==> config.mk <==
export PLATFORM = sky130hd
export DESIGN_NAME = clock_source_irq
export DESIGN_NICKNAME = d
export VERILOG_FILES = /design/src/verilog/clk_irq_pkg.sv /design/src/verilog/edge_event_if.sv /design/src/verilog/clock_source_irq.sv /design/src/verilog/status_edge_detect.sv
export SDC_FILE = /design/constraint.sdc
export NUM_CORES = 1
export LEC_CHECK = 0
export BUFFER_PORTS_ARGS = -buffer_cell sky130_fd_sc_hd__clkbuf_2
export CAP_MARGIN = 30
export CELL_PAD_IN_SITES_DETAIL_PLACEMENT = 0
export CELL_PAD_IN_SITES_GLOBAL_PLACEMENT = 1
export CORE_AREA = 2 2 90 101
export CTS_BUF_LIST = sky130_fd_sc_hd__clkbuf_16
export DETAILED_ROUTE_END_ITERATION = 8
export DIE_AREA = 0 0 92 103
export GPL_TIMING_DRIVEN = 0
export PLACE_DENSITY = 0.71
export SYNTH_ARGS = -nofsm -noshare
export SYNTH_HDL_FRONTEND = slang
export SYNTH_HIERARCHICAL = 1
export SYNTH_SLANG_ARGS = --single-unit
export TNS_END_PERCENT = 1
==> constraint.sdc <==
create_clock -name pclk -period 1.4 [get_ports pclk]
set_clock_uncertainty 0.05 [all_clocks]
set_input_delay 0.07 -clock pclk [delete_from_list [all_inputs] [get_ports pclk]]
set_output_delay 0.07 -clock pclk [all_outputs]
set_load 0.01 [all_outputs]
==> src/verilog/clk_irq_pkg.sv <==
/*
 Constants for the clock-source interrupt block: register offsets, field
 positions, reset values and bus timing.
 Assumes a 32-bit APB bus with byte addresses and one word per register.
*/
package clk_irq_pkg;

   // Bus geometry and source count
   localparam int          ADDR_W         = 12;
   localparam int          DATA_W         = 32;
   localparam int          NUM_SRC        = 9;

   // Register byte offsets
   localparam logic [11:0] OFS_ENABLE_CLR = 12'h000;
   localparam logic [11:0] OFS_ENABLE_SET = 12'h004;
   localparam logic [11:0] OFS_FLAG       = 12'h008;
   localparam logic [11:0] OFS_STATUS     = 12'h00C;

   // Field positions inside the enable, flag and status words
   localparam int          BIT_RC_MAIN    = 0;
   localparam int          BIT_RC_X32K    = 1;
   localparam int          BIT_RC32K      = 2;
   localparam int          BIT_RC8M       = 3;
   localparam int          BIT_FLL_RDY    = 4;
   localparam int          BIT_FLL_OOB    = 5;
   localparam int          BIT_FLL_FINE   = 6;
   localparam int          BIT_FLL_COARSE = 7;
   localparam int          BIT_FLL_REFSTP = 8;

   // Values after reset
   localparam logic [8:0]  ENABLE_RESET   = 9'h000;
   localparam logic [8:0]  FLAG_RESET     = 9'h000;
   localparam logic [8:0]  SYNC_RESET     = 9'h000;

   // Cycles from setup phase to pready
   localparam int          APB_WAIT_CYC   = 1;

endpackage : clk_irq_pkg

==> src/verilog/edge_event_if.sv <==
/*
 Carrier between the status synchroniser and the register block.
 Assumes both ends run on pclk.
*/
`timescale 1ns/1ps
interface edge_event_if #(
   parameter int N = 9
);
   logic [N-1:0] level;   // Filtered status level
   logic [N-1:0] rise;    // One-cycle pulse on a filtered 0 to 1 change

   modport src (output level, output rise);
   modport dst (input  level, input  rise);
endinterface : edge_event_if

==> src/verilog/clock_source_irq.sv <==
/*
 Clock-source interrupt controller: enable set/clear registers, sticky
 flags raised by status edges, and one level interrupt, behind APB.
 Assumes an APB master on pclk and status lines from other clock domains.
*/
// How it works
// RULE1: Writing zero to any enable bit through the set register leaves it as it was.
// RULE2: Writing one to bit 8 enables the FLL reference-clock-stopped interrupt.
// RULE3: Writing one to bit 7 enables the FLL coarse-lock interrupt.
// RULE4: Writing one to bit 6 enables the FLL fine-lock interrupt.
// RULE5: Writing one to bit 5 enables the FLL out-of-bounds interrupt.
// RULE6: Writing one to bit 4 enables the FLL ready interrupt.
// RULE7: Writing one to bit 3 enables the 8 MHz RC oscillator ready interrupt.
// RULE8: Writing one to bit 2 enables the 32 kHz RC oscillator ready interrupt.
// RULE9: Writing one to bit 1 enables the 32 kHz crystal ready interrupt.
// RULE10: Writing one to bit 0 enables the main crystal ready interrupt.
// RULE11: An enabled source whose flag is set raises the interrupt request.
// RULE12: A disabled source never contributes to the interrupt request.
// RULE13: Writing one to the clear register disables that source; zero does nothing.
// RULE14: A flag is set on a rising status bit whatever its enable.
// RULE15: A flag clears when one is written to it; zero does nothing.
// RULE16: Both enable registers read back the shared enable state.
`timescale 1ns/1ps
module clock_source_irq
   import clk_irq_pkg::*;
#(
   parameter int N = NUM_SRC
) (
   input  wire logic                      pclk,
   input  wire logic                      presetn,
   input  wire logic                      psel,
   input  wire logic                      penable,
   input  wire logic                      pwrite,
   input  wire logic [clk_irq_pkg::ADDR_W-1:0] paddr,
   input  wire logic [clk_irq_pkg::DATA_W-1:0] pwdata,
   input  wire logic [3:0]                pstrb,
   output logic      [clk_irq_pkg::DATA_W-1:0] prdata,
   output logic                           pready,
   output logic                           pslverr,
   input  wire logic [N-1:0]              clock_status_in,
   output logic                           irq
);
   import clk_irq_pkg::*;

   typedef enum logic [1:0] {
      ST_IDLE   = 2'b00,
      ST_ACCESS = 2'b01
   } apb_state_t;

   apb_state_t       state_ff;
   apb_state_t       nxt_state;
   logic [N-1:0]     enable_ff;
   logic [N-1:0]     nxt_enable;
   logic [N-1:0]     flag_ff;
   logic [N-1:0]     nxt_flag;
   logic [31:0]      prdata_ff;
   logic             pready_ff;
   logic             pslverr_ff;
   logic             irq_ff;
   logic             setup_phase;
   logic             wr_take;
   logic [N-1:0]     wmask;
   logic [31:0]      rd_value;
   logic             rd_hit;

   // Named views of the enable word, one per source; the checks below look
   // at every enable bit under the name of its own source
   logic             fll_ref_clock_stopped_ie;
   logic             fll_coarse_lock_ie;
   logic             fll_fine_lock_ie;
   logic             fll_out_of_bounds_ie;
   logic             fll_ready_ie;
   logic             rc8m_ready_ie;
   logic             rc32k_ready_ie;
   logic             crystal32k_ready_ie;
   logic             crystal_main_ready_ie;

   // Plain taps of the enable flops, no extra state
   assign fll_ref_clock_stopped_ie = enable_ff[BIT_FLL_REFSTP];
   assign fll_coarse_lock_ie       = enable_ff[BIT_FLL_COARSE];
   assign fll_fine_lock_ie         = enable_ff[BIT_FLL_FINE];
   assign fll_out_of_bounds_ie     = enable_ff[BIT_FLL_OOB];
   assign fll_ready_ie             = enable_ff[BIT_FLL_RDY];
   assign rc8m_ready_ie            = enable_ff[BIT_RC8M];
   assign rc32k_ready_ie           = enable_ff[BIT_RC32K];
   assign crystal32k_ready_ie      = enable_ff[BIT_RC_X32K];
   assign crystal_main_ready_ie    = enable_ff[BIT_RC_MAIN];

   edge_event_if #(.N(N)) ev ();

   // Status lines cross into pclk and become rise pulses
   status_edge_detect #(.N(N)) u_edge (
      .pclk       (pclk),
      .presetn    (presetn),
      .raw_status (clock_status_in),
      .ev         (ev.src)
   );

   // Byte-lane gating of write data; bytes without pstrb write nothing
   function automatic logic [N-1:0] lane_data(input logic [31:0] d, input logic [3:0] s);
      logic [31:0] m;
      m = {{8{s[3]}}, {8{s[2]}}, {8{s[1]}}, {8{s[0]}}};
      return N'(d & m);
   endfunction : lane_data

   // Address decode shared by read mux and error answer
   function automatic logic addr_hit(input logic [ADDR_W-1:0] a, input logic [11:0] ofs);
      return a == ofs;
   endfunction : addr_hit

   assign setup_phase = psel & ~penable;
   assign wr_take     = psel & penable & pready_ff & pwrite;
   assign wmask       = lane_data(pwdata, pstrb);

   // APB phase tracking: the answer comes in the first access cycle
   always_comb begin
      nxt_state = state_ff;
      case (state_ff)
         ST_IDLE: begin
            if (setup_phase) begin
               nxt_state = ST_ACCESS;
            end
         end
         ST_ACCESS: begin
            nxt_state = ST_IDLE;
         end
         default: begin
            nxt_state = ST_IDLE;
         end
      endcase
   end

   always_ff @(posedge pclk or negedge presetn) begin
      if (!presetn) begin
         state_ff <= ST_IDLE;
      end else begin
         state_ff <= nxt_state;
      end
   end

   // Read mux; unused high bits read as zero
   always_comb begin
      rd_value = 32'h0000_0000;
      rd_hit   = 1'b1;
      if (addr_hit(paddr, OFS_ENABLE_CLR) || addr_hit(paddr, OFS_ENABLE_SET)) begin
         rd_value = 32'(enable_ff); // RULE16
      end else if (addr_hit(paddr, OFS_FLAG)) begin
         rd_value = 32'(flag_ff);
      end else if (addr_hit(paddr, OFS_STATUS)) begin
         rd_value = 32'(ev.level);
      end else begin
         rd_hit = 1'b0;
      end
   end

   // Answer is prepared in setup so every bus output comes from a flop
   always_ff @(posedge pclk or negedge presetn) begin
      if (!presetn) begin
         pready_ff  <= 1'b0;
         pslverr_ff <= 1'b0;
         prdata_ff  <= 32'h0000_0000;
      end else begin
         pready_ff  <= setup_phase && (state_ff == ST_IDLE);
         pslverr_ff <= setup_phase && !rd_hit;
         prdata_ff  <= (setup_phase && !pwrite) ? rd_value : 32'h0000_0000;
      end
   end

   // Enable state: set register ORs in ones, clear register removes them
   always_comb begin
      nxt_enable = enable_ff;
      if (wr_take && addr_hit(paddr, OFS_ENABLE_SET)) begin
         nxt_enable = enable_ff | wmask; // RULE1 RULE2 RULE3 RULE4 RULE5 RULE6 RULE7 RULE8 RULE9 RULE10
      end else if (wr_take && addr_hit(paddr, OFS_ENABLE_CLR)) begin
         nxt_enable = enable_ff & ~wmask; // RULE13
      end
   end

   always_ff @(posedge pclk or negedge presetn) begin
      if (!presetn) begin
         enable_ff <= N'(ENABLE_RESET);
      end else begin
         enable_ff <= nxt_enable;
      end
   end

   // Sticky flags; a rise in the clearing cycle wins so no event is lost
   always_comb begin
      nxt_flag = flag_ff;
      if (wr_take && addr_hit(paddr, OFS_FLAG)) begin
         nxt_flag = flag_ff & ~wmask; // RULE15
      end
      nxt_flag = nxt_flag | ev.rise; // RULE14
   end

   always_ff @(posedge pclk or negedge presetn) begin
      if (!presetn) begin
         flag_ff <= N'(FLAG_RESET);
      end else begin
         flag_ff <= nxt_flag;
      end
   end

   // Level interrupt, one cycle behind the flag/enable pair
   always_ff @(posedge pclk or negedge presetn) begin
      if (!presetn) begin
         irq_ff <= 1'b0;
      end else begin
         irq_ff <= |(flag_ff & enable_ff); // RULE11 RULE12
      end
   end

   assign prdata  = prdata_ff;
   assign pready  = pready_ff;
   assign pslverr = pslverr_ff;
   assign irq     = irq_ff;

   // Checks beside the logic
   logic wr_set_c;
   logic wr_clr_c;
   logic wr_flag_c;
   logic rd_set_c;
   assign wr_set_c  = wr_take && addr_hit(paddr, OFS_ENABLE_SET);
   assign wr_clr_c  = wr_take && addr_hit(paddr, OFS_ENABLE_CLR);
   assign wr_flag_c = wr_take && addr_hit(paddr, OFS_FLAG);
   assign rd_set_c  = setup_phase && !pwrite && addr_hit(paddr, OFS_ENABLE_SET);
endmodule : clock_source_irq

==> src/verilog/status_edge_detect.sv <==
/*
 Three-stage synchroniser and rising-edge detector for the oscillator and
 FLL status lines.
 Assumes raw_status comes from other clock domains; pclk is free running.
*/
`timescale 1ns/1ps
module status_edge_detect
   import clk_irq_pkg::*;
#(
   parameter int N = NUM_SRC
) (
   input  wire logic         pclk,
   input  wire logic         presetn,
   input  wire logic [N-1:0] raw_status,
   edge_event_if.src         ev
);
   logic [N-1:0] meta_ff;
   logic [N-1:0] sync2_ff;
   logic [N-1:0] sync3_ff;
   logic [N-1:0] level_ff;
   logic [N-1:0] rise_ff;
   logic [N-1:0] nxt_level;

   // Synchroniser chain; meta_ff feeds sync2_ff only
   always_ff @(posedge pclk or negedge presetn) begin
      if (!presetn) begin
         meta_ff  <= N'(SYNC_RESET);
         sync2_ff <= N'(SYNC_RESET);
         sync3_ff <= N'(SYNC_RESET);
      end else begin
         meta_ff  <= raw_status;
         sync2_ff <= meta_ff;
         sync3_ff <= sync2_ff;
      end
   end

   // A change counts only once two stages agree, filtering single glitches
   always_comb begin
      for (int i = 0; i < N; i++) begin
         nxt_level[i] = (sync2_ff[i] == sync3_ff[i]) ? sync3_ff[i] : level_ff[i];
      end
   end

   // Level and rising-edge pulse
   always_ff @(posedge pclk or negedge presetn) begin
      if (!presetn) begin
         level_ff <= N'(SYNC_RESET);
         rise_ff  <= N'(SYNC_RESET);
      end else begin
         level_ff <= nxt_level;
         rise_ff  <= nxt_level & ~level_ff; // RULE14
      end
   end

   assign ev.level = level_ff;
   assign ev.rise  = rise_ff;

endmodule : status_edge_detect

==> results of run 1 <==
-- layout make-up --
class,count,area [sq um]
Fill cell,793,4676
Buffer,27,188.9
Sequential cell,76,1902
Clock buffer,9,225.2
Clock inverter,6,80.08
Multi-Input combinational cell,134,948.4
Timing Repair Buffer,62,395.4
Tap cell,114,142.6
-- power groups by stage --
stage	registers (mW)	clock network, mW	logic, mW
after floorplan	2.36	0	0.175
after detailed placement	2.37	0	0.310
after global placement	2.37	0	0.296
after global routing	2.34	2.52	0.376
after CTS	2.33	2.43	0.336
final	2.33	2.36	0.336
-- worst min-delay path by stage --
stage	slack [ps]	endpoint	from
5_1_grt	30	flag_ff[3]	pwdata[3]
3_3_place_gp	130	u_edge/meta_ff[8]	clock_status_in[8]
4_1_cts	10	flag_ff[3]	pwdata[3]
2_1_floorplan	-280	async pin	presetn
3_5_place_dp	70	u_edge/meta_ff[1]	presetn
6_report	10	flag_ff[2]	pwdata[2]
-- worst max-delay path: stages, from the launching register on --
cell and delay [ps]:
dfrtp_1 340, and4_4 290, nand4_4 170, nor2_1 170, mux2_1 330
-- layout by cell type (no fill, tap or decap), types with 8 or more instances in the layout --
cell type      instances
mux2i_1                9
conb_1                23
and3b_2                9
clkbuf_2              45
maj3_2                 9
clkbuf_16              9
nand2_1                9
dlygate4sd3_1         12
nor2_1                18
nand2b_1              10
a211oi_1               9
dfrtp_1               76
buf_4                 26
mux2_1                 8
-- per-stage QoR --
stage | power, mW | cells | setup WS, ps
after floorplan | 2.533 | 236 | 10.68
after global placement | 2.663 | 396 | -483.7
after detailed placement | 2.681 | 397 | -337.5
after CTS | 5.094 | 426 | -71.64
after global routing | 5.236 | 428 | -123.6
final | 5.030 | 428 | -59.15
-- per-layer routing --
| layer | vias up | routed length [microns] |
|---|---|---|
| li1 | 897 | - |
| met1 | 874 | 2552 |
| met2 | 65 | 2409 |
| met3 | 9 | 364 |
| met4 | 0 | 114 |
| met5 | - | 0 |
-- cells by family after synthesis --
logic type               after synthesis  synth area share, %
AND/OR/NAND/NOR                       60                12.79
flip-flops                            76                65.26
multiplexers                          18                6.570
buffers and inverters                 27                6.483
adder cells (fa/ha/maj)                9                3.478
other                                  1               0.1287
AO/OA/AOI/OAI                         23                5.281
-- timing repair --
action                     CTS  global route
setup endpoints to repair   18            20
cloned                       0             1
hold endpoints to repair    48             0
buffers inserted             2             1
pin swaps                    0             5
hold buffers                12             0
gates resized for setup      0            10
==> results by group, run 1 <==
Drt
  – Total Routed Length: 5442 microns
  – DRT antenna net count: 0
  – Vias after detailed routing: 1,845
  – DRC Markers: 0
  – Wire per inst: 12.71 microns
  – Detailed Route Iter0 Violations: ~100
  – Initial DRT Pass Iterations: 4
  – Vias per cell: 4.311

Clock network
  – TritonCTS clock tree: built
  – Clk buf depth: 2
  – CTS H-tree depth: 3
  – Clk root buf: clkbuf_16
  – Clock-pin slew on the worst setup and hold paths: 60 ps
  – Clock sinks: 76
  – Clk Latency, worst-skew pair: 330 ps
  – Total CTS buffers: 9

GRT
  – Busiest grt layer: met2
  – Tot GR Track Use: 12.56%
  – Met2 Use GR: 18.55%
  – Largest net degree at the start of global routing: 40
  – GR Util met1: 16.63%
  – Initial antenna violation count: 0
  – Grt ovf: 0
  – Vias in the first global route: 1,816
  – First-pass GRT wire length: 8880 microns
  – Met3 Track Usage GR: 3.874%

Floorplan
  – Cell row count: 36
  – Initial Utilization: 34.05%
  – Top-level I/O count: 97
  – Die height: 103 microns
  – Die area: roughly 9500 sq um
  – Die Wd: slightly above 90 microns
  – CORE AREA: 8558 sq um

Power
  – Logic pwr share: 6.7%
  – P_leak: ~1.9 nW
  – Clock share of power: 47.0%
  – P per Cell Area: 1296 nW/um^2
  – Sequential share of power: between 40 and 50%
  – Cell Int Power: 3.989 mW
  – Sw Pwr: 1.040 mW
  – Sw frac: 20.69%
  – IR Drop Worst-Case VDD: 0.5547 mV

Worst hold path
  – WHS Path Cells: 4
  – Hold Crit Class: in -> reg

STA
  – Final Max Slew Viols: 0
  – Fin crit share: 104.2%
  – Final-report setup violation count: 13
  – RSZ-0062 raised after global routing: true
  – Final min period: around 1500 ps
  – Worst-Margin Slew: 668.6 ps
  – WHS: 12.12 ps
  – Fmax: roughly 690 MHz
  – Final TNS setup: -384.2 ps
  – Final Hold Viols: 0
  – Slew headroom: about 55%
  – Final worst slack: -59.15 ps

Setup path
  – Worst Setup SP: pready
  – Arrival time at the worst endpoint: 1620 ps
  – Max FO, Critical Path: 5
  – Worst reg2reg path depth: 4
  – Worst R2R Setup Slack: -60 ps
  – Reg-to-Reg Start: pready
  – WP data required: roughly 1600 ps
  – Critical path class: reg -> reg
  – Endpoint class of the critical path: flip-flop
  – Worst setup SP type: flip-flop

Cells and area
  – Finished Cell Area: 3882 sq um
  – Antenna diodes: 0
  – Share of layout cells above drive strength 1: 37.26%
  – Final #Nets: 372
  – Utilization after layout: 45.37%
  – Area growth, synth to finish: 33.23%

Synth
  – Top FF cell, synth: dfrtp_1
  – Post-synthesis cell area: between 2000 and 3000 sq um
  – Most numerous cell in the Yosys netlist: dfrtp_1
  – Post-synthesis cell type count: 29
  – Post-synthesis register bit count: 76
  – Number of flops mapped to enable cells by yosys: 0
  – FFs w/ async S/R, synth: 100.0%
  – Synth area leader: dfrtp_1
  – Post-synth top cells: dfrtp_1 (76), buf_4 (23), nor2_1 (22)
  – Post-synthesis sequential area ratio: 65.26%
  – YS warnings: 6
  – Area contributors post-synth: dfrtp_1 (65%), buf_4 (5.9%), maj3_2 (3.5%)
  – Post-synthesis instance total: about 210
  – Top cell type's share of synthesized area: 65.26%
  – Syn Area/Cell: 13.62 sq um

Place
  – Placed wire-length estimate: 3599 microns
  – Input/output buffers: 46
  – DP Area: 3403 sq um
  – Routability cong.: 0.7040

Flow run
  – Maxcap violations: 0

Status
  – Status: finished with violations
  – Violated checks: setup timing
No activity file was read; power rests on OpenSTA's default activity.
==> run 2: changes to the inputs <==
--- a/config.mk
+++ b/config.mk
@@ -9,12 +9,12 @@
 export CAP_MARGIN = 30
 export CELL_PAD_IN_SITES_DETAIL_PLACEMENT = 0
 export CELL_PAD_IN_SITES_GLOBAL_PLACEMENT = 1
-export CORE_AREA = 2 2 90 101
-export CTS_BUF_LIST = sky130_fd_sc_hd__clkbuf_16
+export CORE_AREA = 2 2 88 99
+export CTS_BUF_LIST = sky130_fd_sc_hd__clkbuf_4 sky130_fd_sc_hd__clkbuf_8
 export DETAILED_ROUTE_END_ITERATION = 8
-export DIE_AREA = 0 0 92 103
+export DIE_AREA = 0 0 90 101
 export GPL_TIMING_DRIVEN = 0
-export PLACE_DENSITY = 0.71
+export PLACE_DENSITY = 0.74
 export SYNTH_ARGS = -nofsm -noshare
 export SYNTH_HDL_FRONTEND = slang
 export SYNTH_HIERARCHICAL = 1
==> run 2 against run 1 <==
Against the previous run:
- critical path type unchanged
- via count down 1.5%
- the flow still finishes with violations (setup timing)
- count of clock-buffer cells in the layout rose by 3
- fmax is 0.17% higher
- global-route usage grew 0.14 points
- critical path depth stayed put
- cell count unchanged
- sequential cell count stayed put
- worst hold slack gained 3.1 ps
- routed wire length fell by 0.70%
- die area fell by 4.1%
- clock power decreased by 29%
==> results by group, run 2 (synthesis gave the netlist of run 1 again) <==
Status
  – Status: finished with violations
  – Violated checks: setup timing

Floorplan
  – Top-level I/O count: 97
  – Die area: ~9000 sq um
  – Cell row count: 35
  – CORE AREA: 8145 sq um
  – Die Wd: 90 microns
  – Die height: 101 microns
  – Initial Utilization: 35.78%

Drt
  – Detailed Route Iter0 Violations: between 100 and 150
  – Vias per cell: 4.245
  – Vias after detailed routing: 1,817
  – DRC Markers: 0
  – Total Routed Length: between 5000 and 6000 microns
  – Initial DRT Pass Iterations: 6
  – DRT antenna net count: 0
  – Wire per inst: 12.63 microns

Cells and area
  – Share of layout cells above drive strength 1: about two fifths
  – Final #Nets: 374
  – Most frequent cells in the layout: dfrtp_1 (76), clkbuf_2 (45), buf_4 (27)
  – Utilization after layout: 46.91%
  – Area growth, synth to finish: 31.13%
  – Commonest non-fill, non-tap cell in the layout: dfrtp_1
  – Antenna diodes: 0

Power
  – P per Cell Area: 1135 nW/um^2
  – Logic pwr share: around 7.8%
  – Sequential share of power: 53.7%
  – Cell Int Power: 3.388 mW
  – P_leak: 1.898 nW
  – IR Drop Worst-Case VDD: just under 0.5 mV
  – Clock share of power: about 39%
  – Sw frac: 21.92%
  – Sw Pwr: 950.8 uW

Clock network
  – Clock sinks: 76
  – Clk buf depth: 2
  – Total CTS buffers: 9
  – CTS H-tree depth: 3
  – Clk Latency, worst-skew pair: 340 ps
  – Clock-pin slew on the worst setup and hold paths: around 70 ps
  – TritonCTS clock tree: built
  – Clk root buf: clkbuf_8

GRT
  – Tot GR Track Use: 12.70%
  – Grt ovf: 0
  – First-pass GRT wire length: approximately 8800 microns
  – Vias in the first global route: 1,770
  – Initial antenna violation count: 0
  – Largest net degree at the start of global routing: 40

STA
  – WHS: approximately 15 ps
  – Fin crit share: 104.0%
  – RSZ-0062 raised after global routing: true
  – Final-report setup violation count: 8
  – Worst-Margin Slew: around 660 ps
  – Final min period: between 1000 and 1500 ps
  – Final Hold Viols: 0
  – Slew headroom: 55.65%
  – Fmax: 686.5 MHz
  – Final worst slack: -56.68 ps
  – Final Max Slew Viols: 0

Setup path
  – Critical Path Max Stage Delay: roughly 350 ps
  – Critical path class: reg -> reg
  – Arrival time at the worst endpoint: about 1600 ps
  – Critical path's top delay family: simple AND/OR/NAND/NOR gates
  – WP data required: around 1600 ps
  – CP bufs+invs: 0
  – Endpoint class of the critical path: flip-flop
  – Worst setup SP type: flip-flop
  – Worst-path cell chain: and4_4 -> nand4_4 -> nor2_2 -> mux2_4
  – Max FO, Critical Path: 5
  – Critical-path top delay cell: dfrtp_1

Place
  – Routability cong.: 0.7584
  – Placed wire-length estimate: 3528 microns
  – Input/output buffers: 46
  – Setup Slack @ Placement: -326.2 ps

Flow run
  – Maxcap violations: 0

Worst hold path
  – Hold Crit Class: in -> reg
==> run 2: changes by cell type in the layout (fill, tap and decap cells not counted), moves of 2 or more <==
cell,delta
clkbuf_8,+11
mux2_1,-2
nor2_1,-3
o21ai_0,+3
nor2_2,+2
mux2_4,+3
clkbuf_16,-9
clkinv_2,-2
o21ai_1,-3
==> run 2: through the flow <==
| step | total power, mW | std cells | TNS [ps] | area, sq um |
|---|---|---|---|---|
| 5_1_grt | 4.541 | 428 | -1278 | 3821 |
| 4_1_cts | 4.394 | 425 | -583.2 | 3751 |
| 2_1_floorplan | 2.533 | 236 | 0 | 3008 |
| 3_5_place_dp | 2.680 | 394 | -5856 | 3400 |
| 3_3_place_gp | 2.662 | 393 | -40190 | 3377 |
| 6_report | 4.338 | 428 | -315.4 | 3821 |
==> run 2: routing by layer <==
layer | wire length [microns] | GRT usage (%) | vias up
met5 | 0 | 0 | -
met4 | 100 | 8.166 | 0
met3 | 297 | 2.917 | 6
met2 | 2380 | 18.51 | 60
met1 | 2625 | 17.13 | 851
li1 | - | - | 900
==> run 2: final cells by class <==
cell class	instances	area, sq um
Fill cell	758	4324
Timing Repair Buffer	64	412.9
Tap cell	111	138.9
Clock buffer	12	158.9
Clock inverter	4	47.55
Buffer	27	188.9
Sequential cell	76	1902
Multi-Input combinational cell	134	972.2
==> run 2: final timing paths <==
| check | from | end | slack, ps | depth (start not counted) |
|---|---|---|---|---|
| min in group asynchronous | presetn | u_edge/meta_ff[1] | 210 | 2 |
| worst min register to register | u_edge/meta_ff[3] | u_edge/sync2_ff[3] | 300 | 0 |
| max in group asynchronous | presetn | u_edge/meta_ff[4] | 510 | 3 |
| worst max register to register | pready | flip-flop | -60 | 4 |
| worst min-delay path | pwdata[7] | flag_ff[7] | 20 | 4 |
| worst max-delay path | pready | flip-flop | -60 | 4 |
==> run 2: repair_timing <==
action / in CTS / in global routing
setup buffers: 2 / 2
gates cloned: 0 / 1
hold buffers: 13 / 0
endpoints found under the hold margin: 50 / 0
pin swaps: 0 / 4
resized for setup: 0 / 14
setup endpoints to repair: 18 / 18
==> run 2: tightest hold or removal path: stages <==
cell      delay [ps]
clkbuf_2          90
nand2_1           90
o21ai_1           70
nand2b_1          60
==> run 2: power groups by stage <==
stage	Combinational (mW)	Sequential (mW)	Clock, mW
global route	0.378	2.34	1.82
detailed placement	0.309	2.37	0
CTS	0.336	2.33	1.73
floorplan	0.175	2.36	0
global placement	0.295	2.37	0
finish	0.340	2.33	1.67
==> run 3: changes to the inputs <==
--- a/config.mk
+++ b/config.mk
@@ -15,6 +15,7 @@
 export DIE_AREA = 0 0 90 101
 export GPL_TIMING_DRIVEN = 0
 export PLACE_DENSITY = 0.74
+export SKIP_CTS_REPAIR_TIMING = 1
 export SYNTH_ARGS = -nofsm -noshare
 export SYNTH_HDL_FRONTEND = slang
 export SYNTH_HIERARCHICAL = 1
==> run 3 against run 2 <==
Against the previous run:
- the flow finishes with violations (hold timing, setup timing)
- cell count fell by 0.47%
- routed wire length rose by 0.28%
- setup slack worse by 4.3 ps
- via count is 0.17% lower
- critical path depth unchanged
- clock power hardly changed
- register-to-register slack is essentially flat
- worst hold slack worse by 16 ps
- highest routed layer unchanged
- global-route usage shrank 0.18 points
- largest power group unchanged
==> results by group, run 3 (synthesis gave the netlist of run 1 again) <==
Status
  – Status: finished with violations
  – Violated checks: hold timing, setup timing

GRT
  – Tot GR Track Use: between 10 and 15%
  – Largest net degree at the start of global routing: 40
  – GR Util met1: 17.18%
  – Met2 Use GR: 17.58%
  – Busiest grt layer: met2
  – Grt ovf: 0
  – First-pass GRT wire length: 8631 microns
  – Met3 Track Usage GR: between 2 and 3%
  – Initial antenna violation count: 0
  – Vias in the first global route: 1,709

Place
  – Inst Count DP: approximately 390
  – DP Area: 3400 sq um
  – Placed wire-length estimate: 3528 microns
  – Input/output buffers: 46
  – Routability cong.: ~0.76

Cells and area
  – Final #Nets: 372
  – Antenna diodes: 0
  – Footprint of the multi-input gates: roughly 970 sq um
  – Most frequent cells in the layout: dfrtp_1 (76), clkbuf_2 (45), buf_4 (26)
  – Commonest non-fill, non-tap cell in the layout: dfrtp_1
  – Fill cells: 759
  – Area growth, synth to finish: 30.53%
  – Share of layout cells above drive strength 1: roughly 39%
  – Layout Cells excl Fill: roughly 430
  – Sequential cell area: 1902 sq um
  – Finished Cell Area: 3804 sq um
  – Utilization after layout: a little under half

Setup path
  – Critical path class: reg -> reg
  – Worst setup SP type: flip-flop
  – Worst-path cell chain: and4_4 -> nand4_4 -> nor2_2 -> mux2_4
  – Endpoint class of the critical path: flip-flop
  – Critical-path top delay cell: dfrtp_1
  – Critical Path Max Stage Delay: 350 ps
  – WP data required: between 1500 and 2000 ps
  – Arrival time at the worst endpoint: 1630 ps
  – Max FO, Critical Path: 5

STA
  – Final-report setup violation count: 8
  – WHS: -0.9675 ps
  – Final Hold Viols: 1
  – Final min period: 1461 ps
  – Final worst slack: -60.95 ps
  – RSZ-0062 raised after global routing: true
  – Fin crit share: 104.4%
  – Final Max Slew Viols: 0
  – Slew headroom: 54.97%
  – Worst-Margin Slew: 670.4 ps
  – Fmax: 684.5 MHz

Power
  – IR Drop Worst-Case VDD: 0.4943 mV
  – P per Cell Area: 1139 nW/um^2
  – P_leak: 1.885 nW

Clock network
  – Clk root buf: clkbuf_8
  – CTS H-tree depth: 3
  – TritonCTS clock tree: built
  – Total CTS buffers: 9
  – Clk buf depth: 2
  – Clock-pin slew on the worst setup and hold paths: 70 ps
  – Clk Latency, worst-skew pair: 340 ps
  – Clock sinks: 76

Flow run
  – Maxcap violations: 0

Floorplan
  – Die area: 9090 sq um
  – Die Wd: 90 microns
  – Initial Utilization: 35.78%
  – Cell row count: 35
  – CORE AREA: 8145 sq um
  – Top-level I/O count: a little under 100
  – Die height: about 100 microns

Drt
  – Detailed Route Iter0 Violations: 98
  – Vias after detailed routing: 1,814
  – Vias per cell: 4.258
  – DRC Markers: 0
  – Total Routed Length: between 5000 and 6000 microns
  – Initial DRT Pass Iterations: 4
  – DRT antenna net count: 0
  – Wire per inst: 12.72 microns

Worst hold path
  – Hold Crit Class: in -> reg
-- run 3: cell count changes in the layout (fill, tap and decap cells not counted), sizes merged --
| cell | change |
|---|---|
| dlygate4sd3 | -1 |
| buf | -1 |
-- run 3: path summary, 6_finish.rpt --
kind | from | to | slack [ps] | cells after the start
worst max register to register | pready | flip-flop | -60 | 4
min in group asynchronous | presetn | u_edge/meta_ff[1] | 210 | 2
worst max-delay path | pready | flip-flop | -60 | 4
max in group asynchronous | presetn | u_edge/meta_ff[4] | 510 | 3
worst min register to register | u_edge/meta_ff[3] | u_edge/sync2_ff[3] | 300 | 0
worst min-delay path | pwdata[2] | flag_ff[2] | -1 | 4
-- run 3: metal layers --
layer  vias up  share of wire [%]
li1        895                  -
met1       851                 48
met2        60                 44
met3         8                5.3
met4         0                2.3
met5         -                  0
-- run 3: report_power, final --
part	switching, mW	total (mW)	internal (mW)
registers	0.0500	2.33	2.28
clock network	0.732	1.67	0.934
logic	0.165	0.339	0.174
total	0.947	4.33	3.39
-- run 3: critical path, delay by kind of cell (launching register included) --
kind | cells | cell delay, ps
multiplexers | 1 | 310
flip-flops | 1 | 350
AND/OR/NAND/NOR | 3 | 630
-- run 3: through the flow --
stage | setup TNS (ps) | total power [mW] | hold slack [ps] | setup WS [ps]
final | -315.7 | 4.334 | -0.9675 | -60.95
after CTS | -2290 | 4.367 | -318.4 | -230.5
after detailed placement | -5856 | 2.680 | 59.94 | -326.2
after floorplan | 0 | 2.533 | -275.6 | 10.68
after global placement | -40190 | 2.662 | 128.9 | -457.6
after global routing | -1056 | 4.541 | 40.32 | -99.18
-- run 3: final cells by class --
type | instances | share of cell area, %
timing repair buffer | 62 | 10.39
sequential | 76 | 50.00
clock buffer | 12 | 4.178
multi-input combinational | 134 | 25.56
buffer | 27 | 4.967
tap | 111 | 3.651
clock inverter | 4 | 1.250
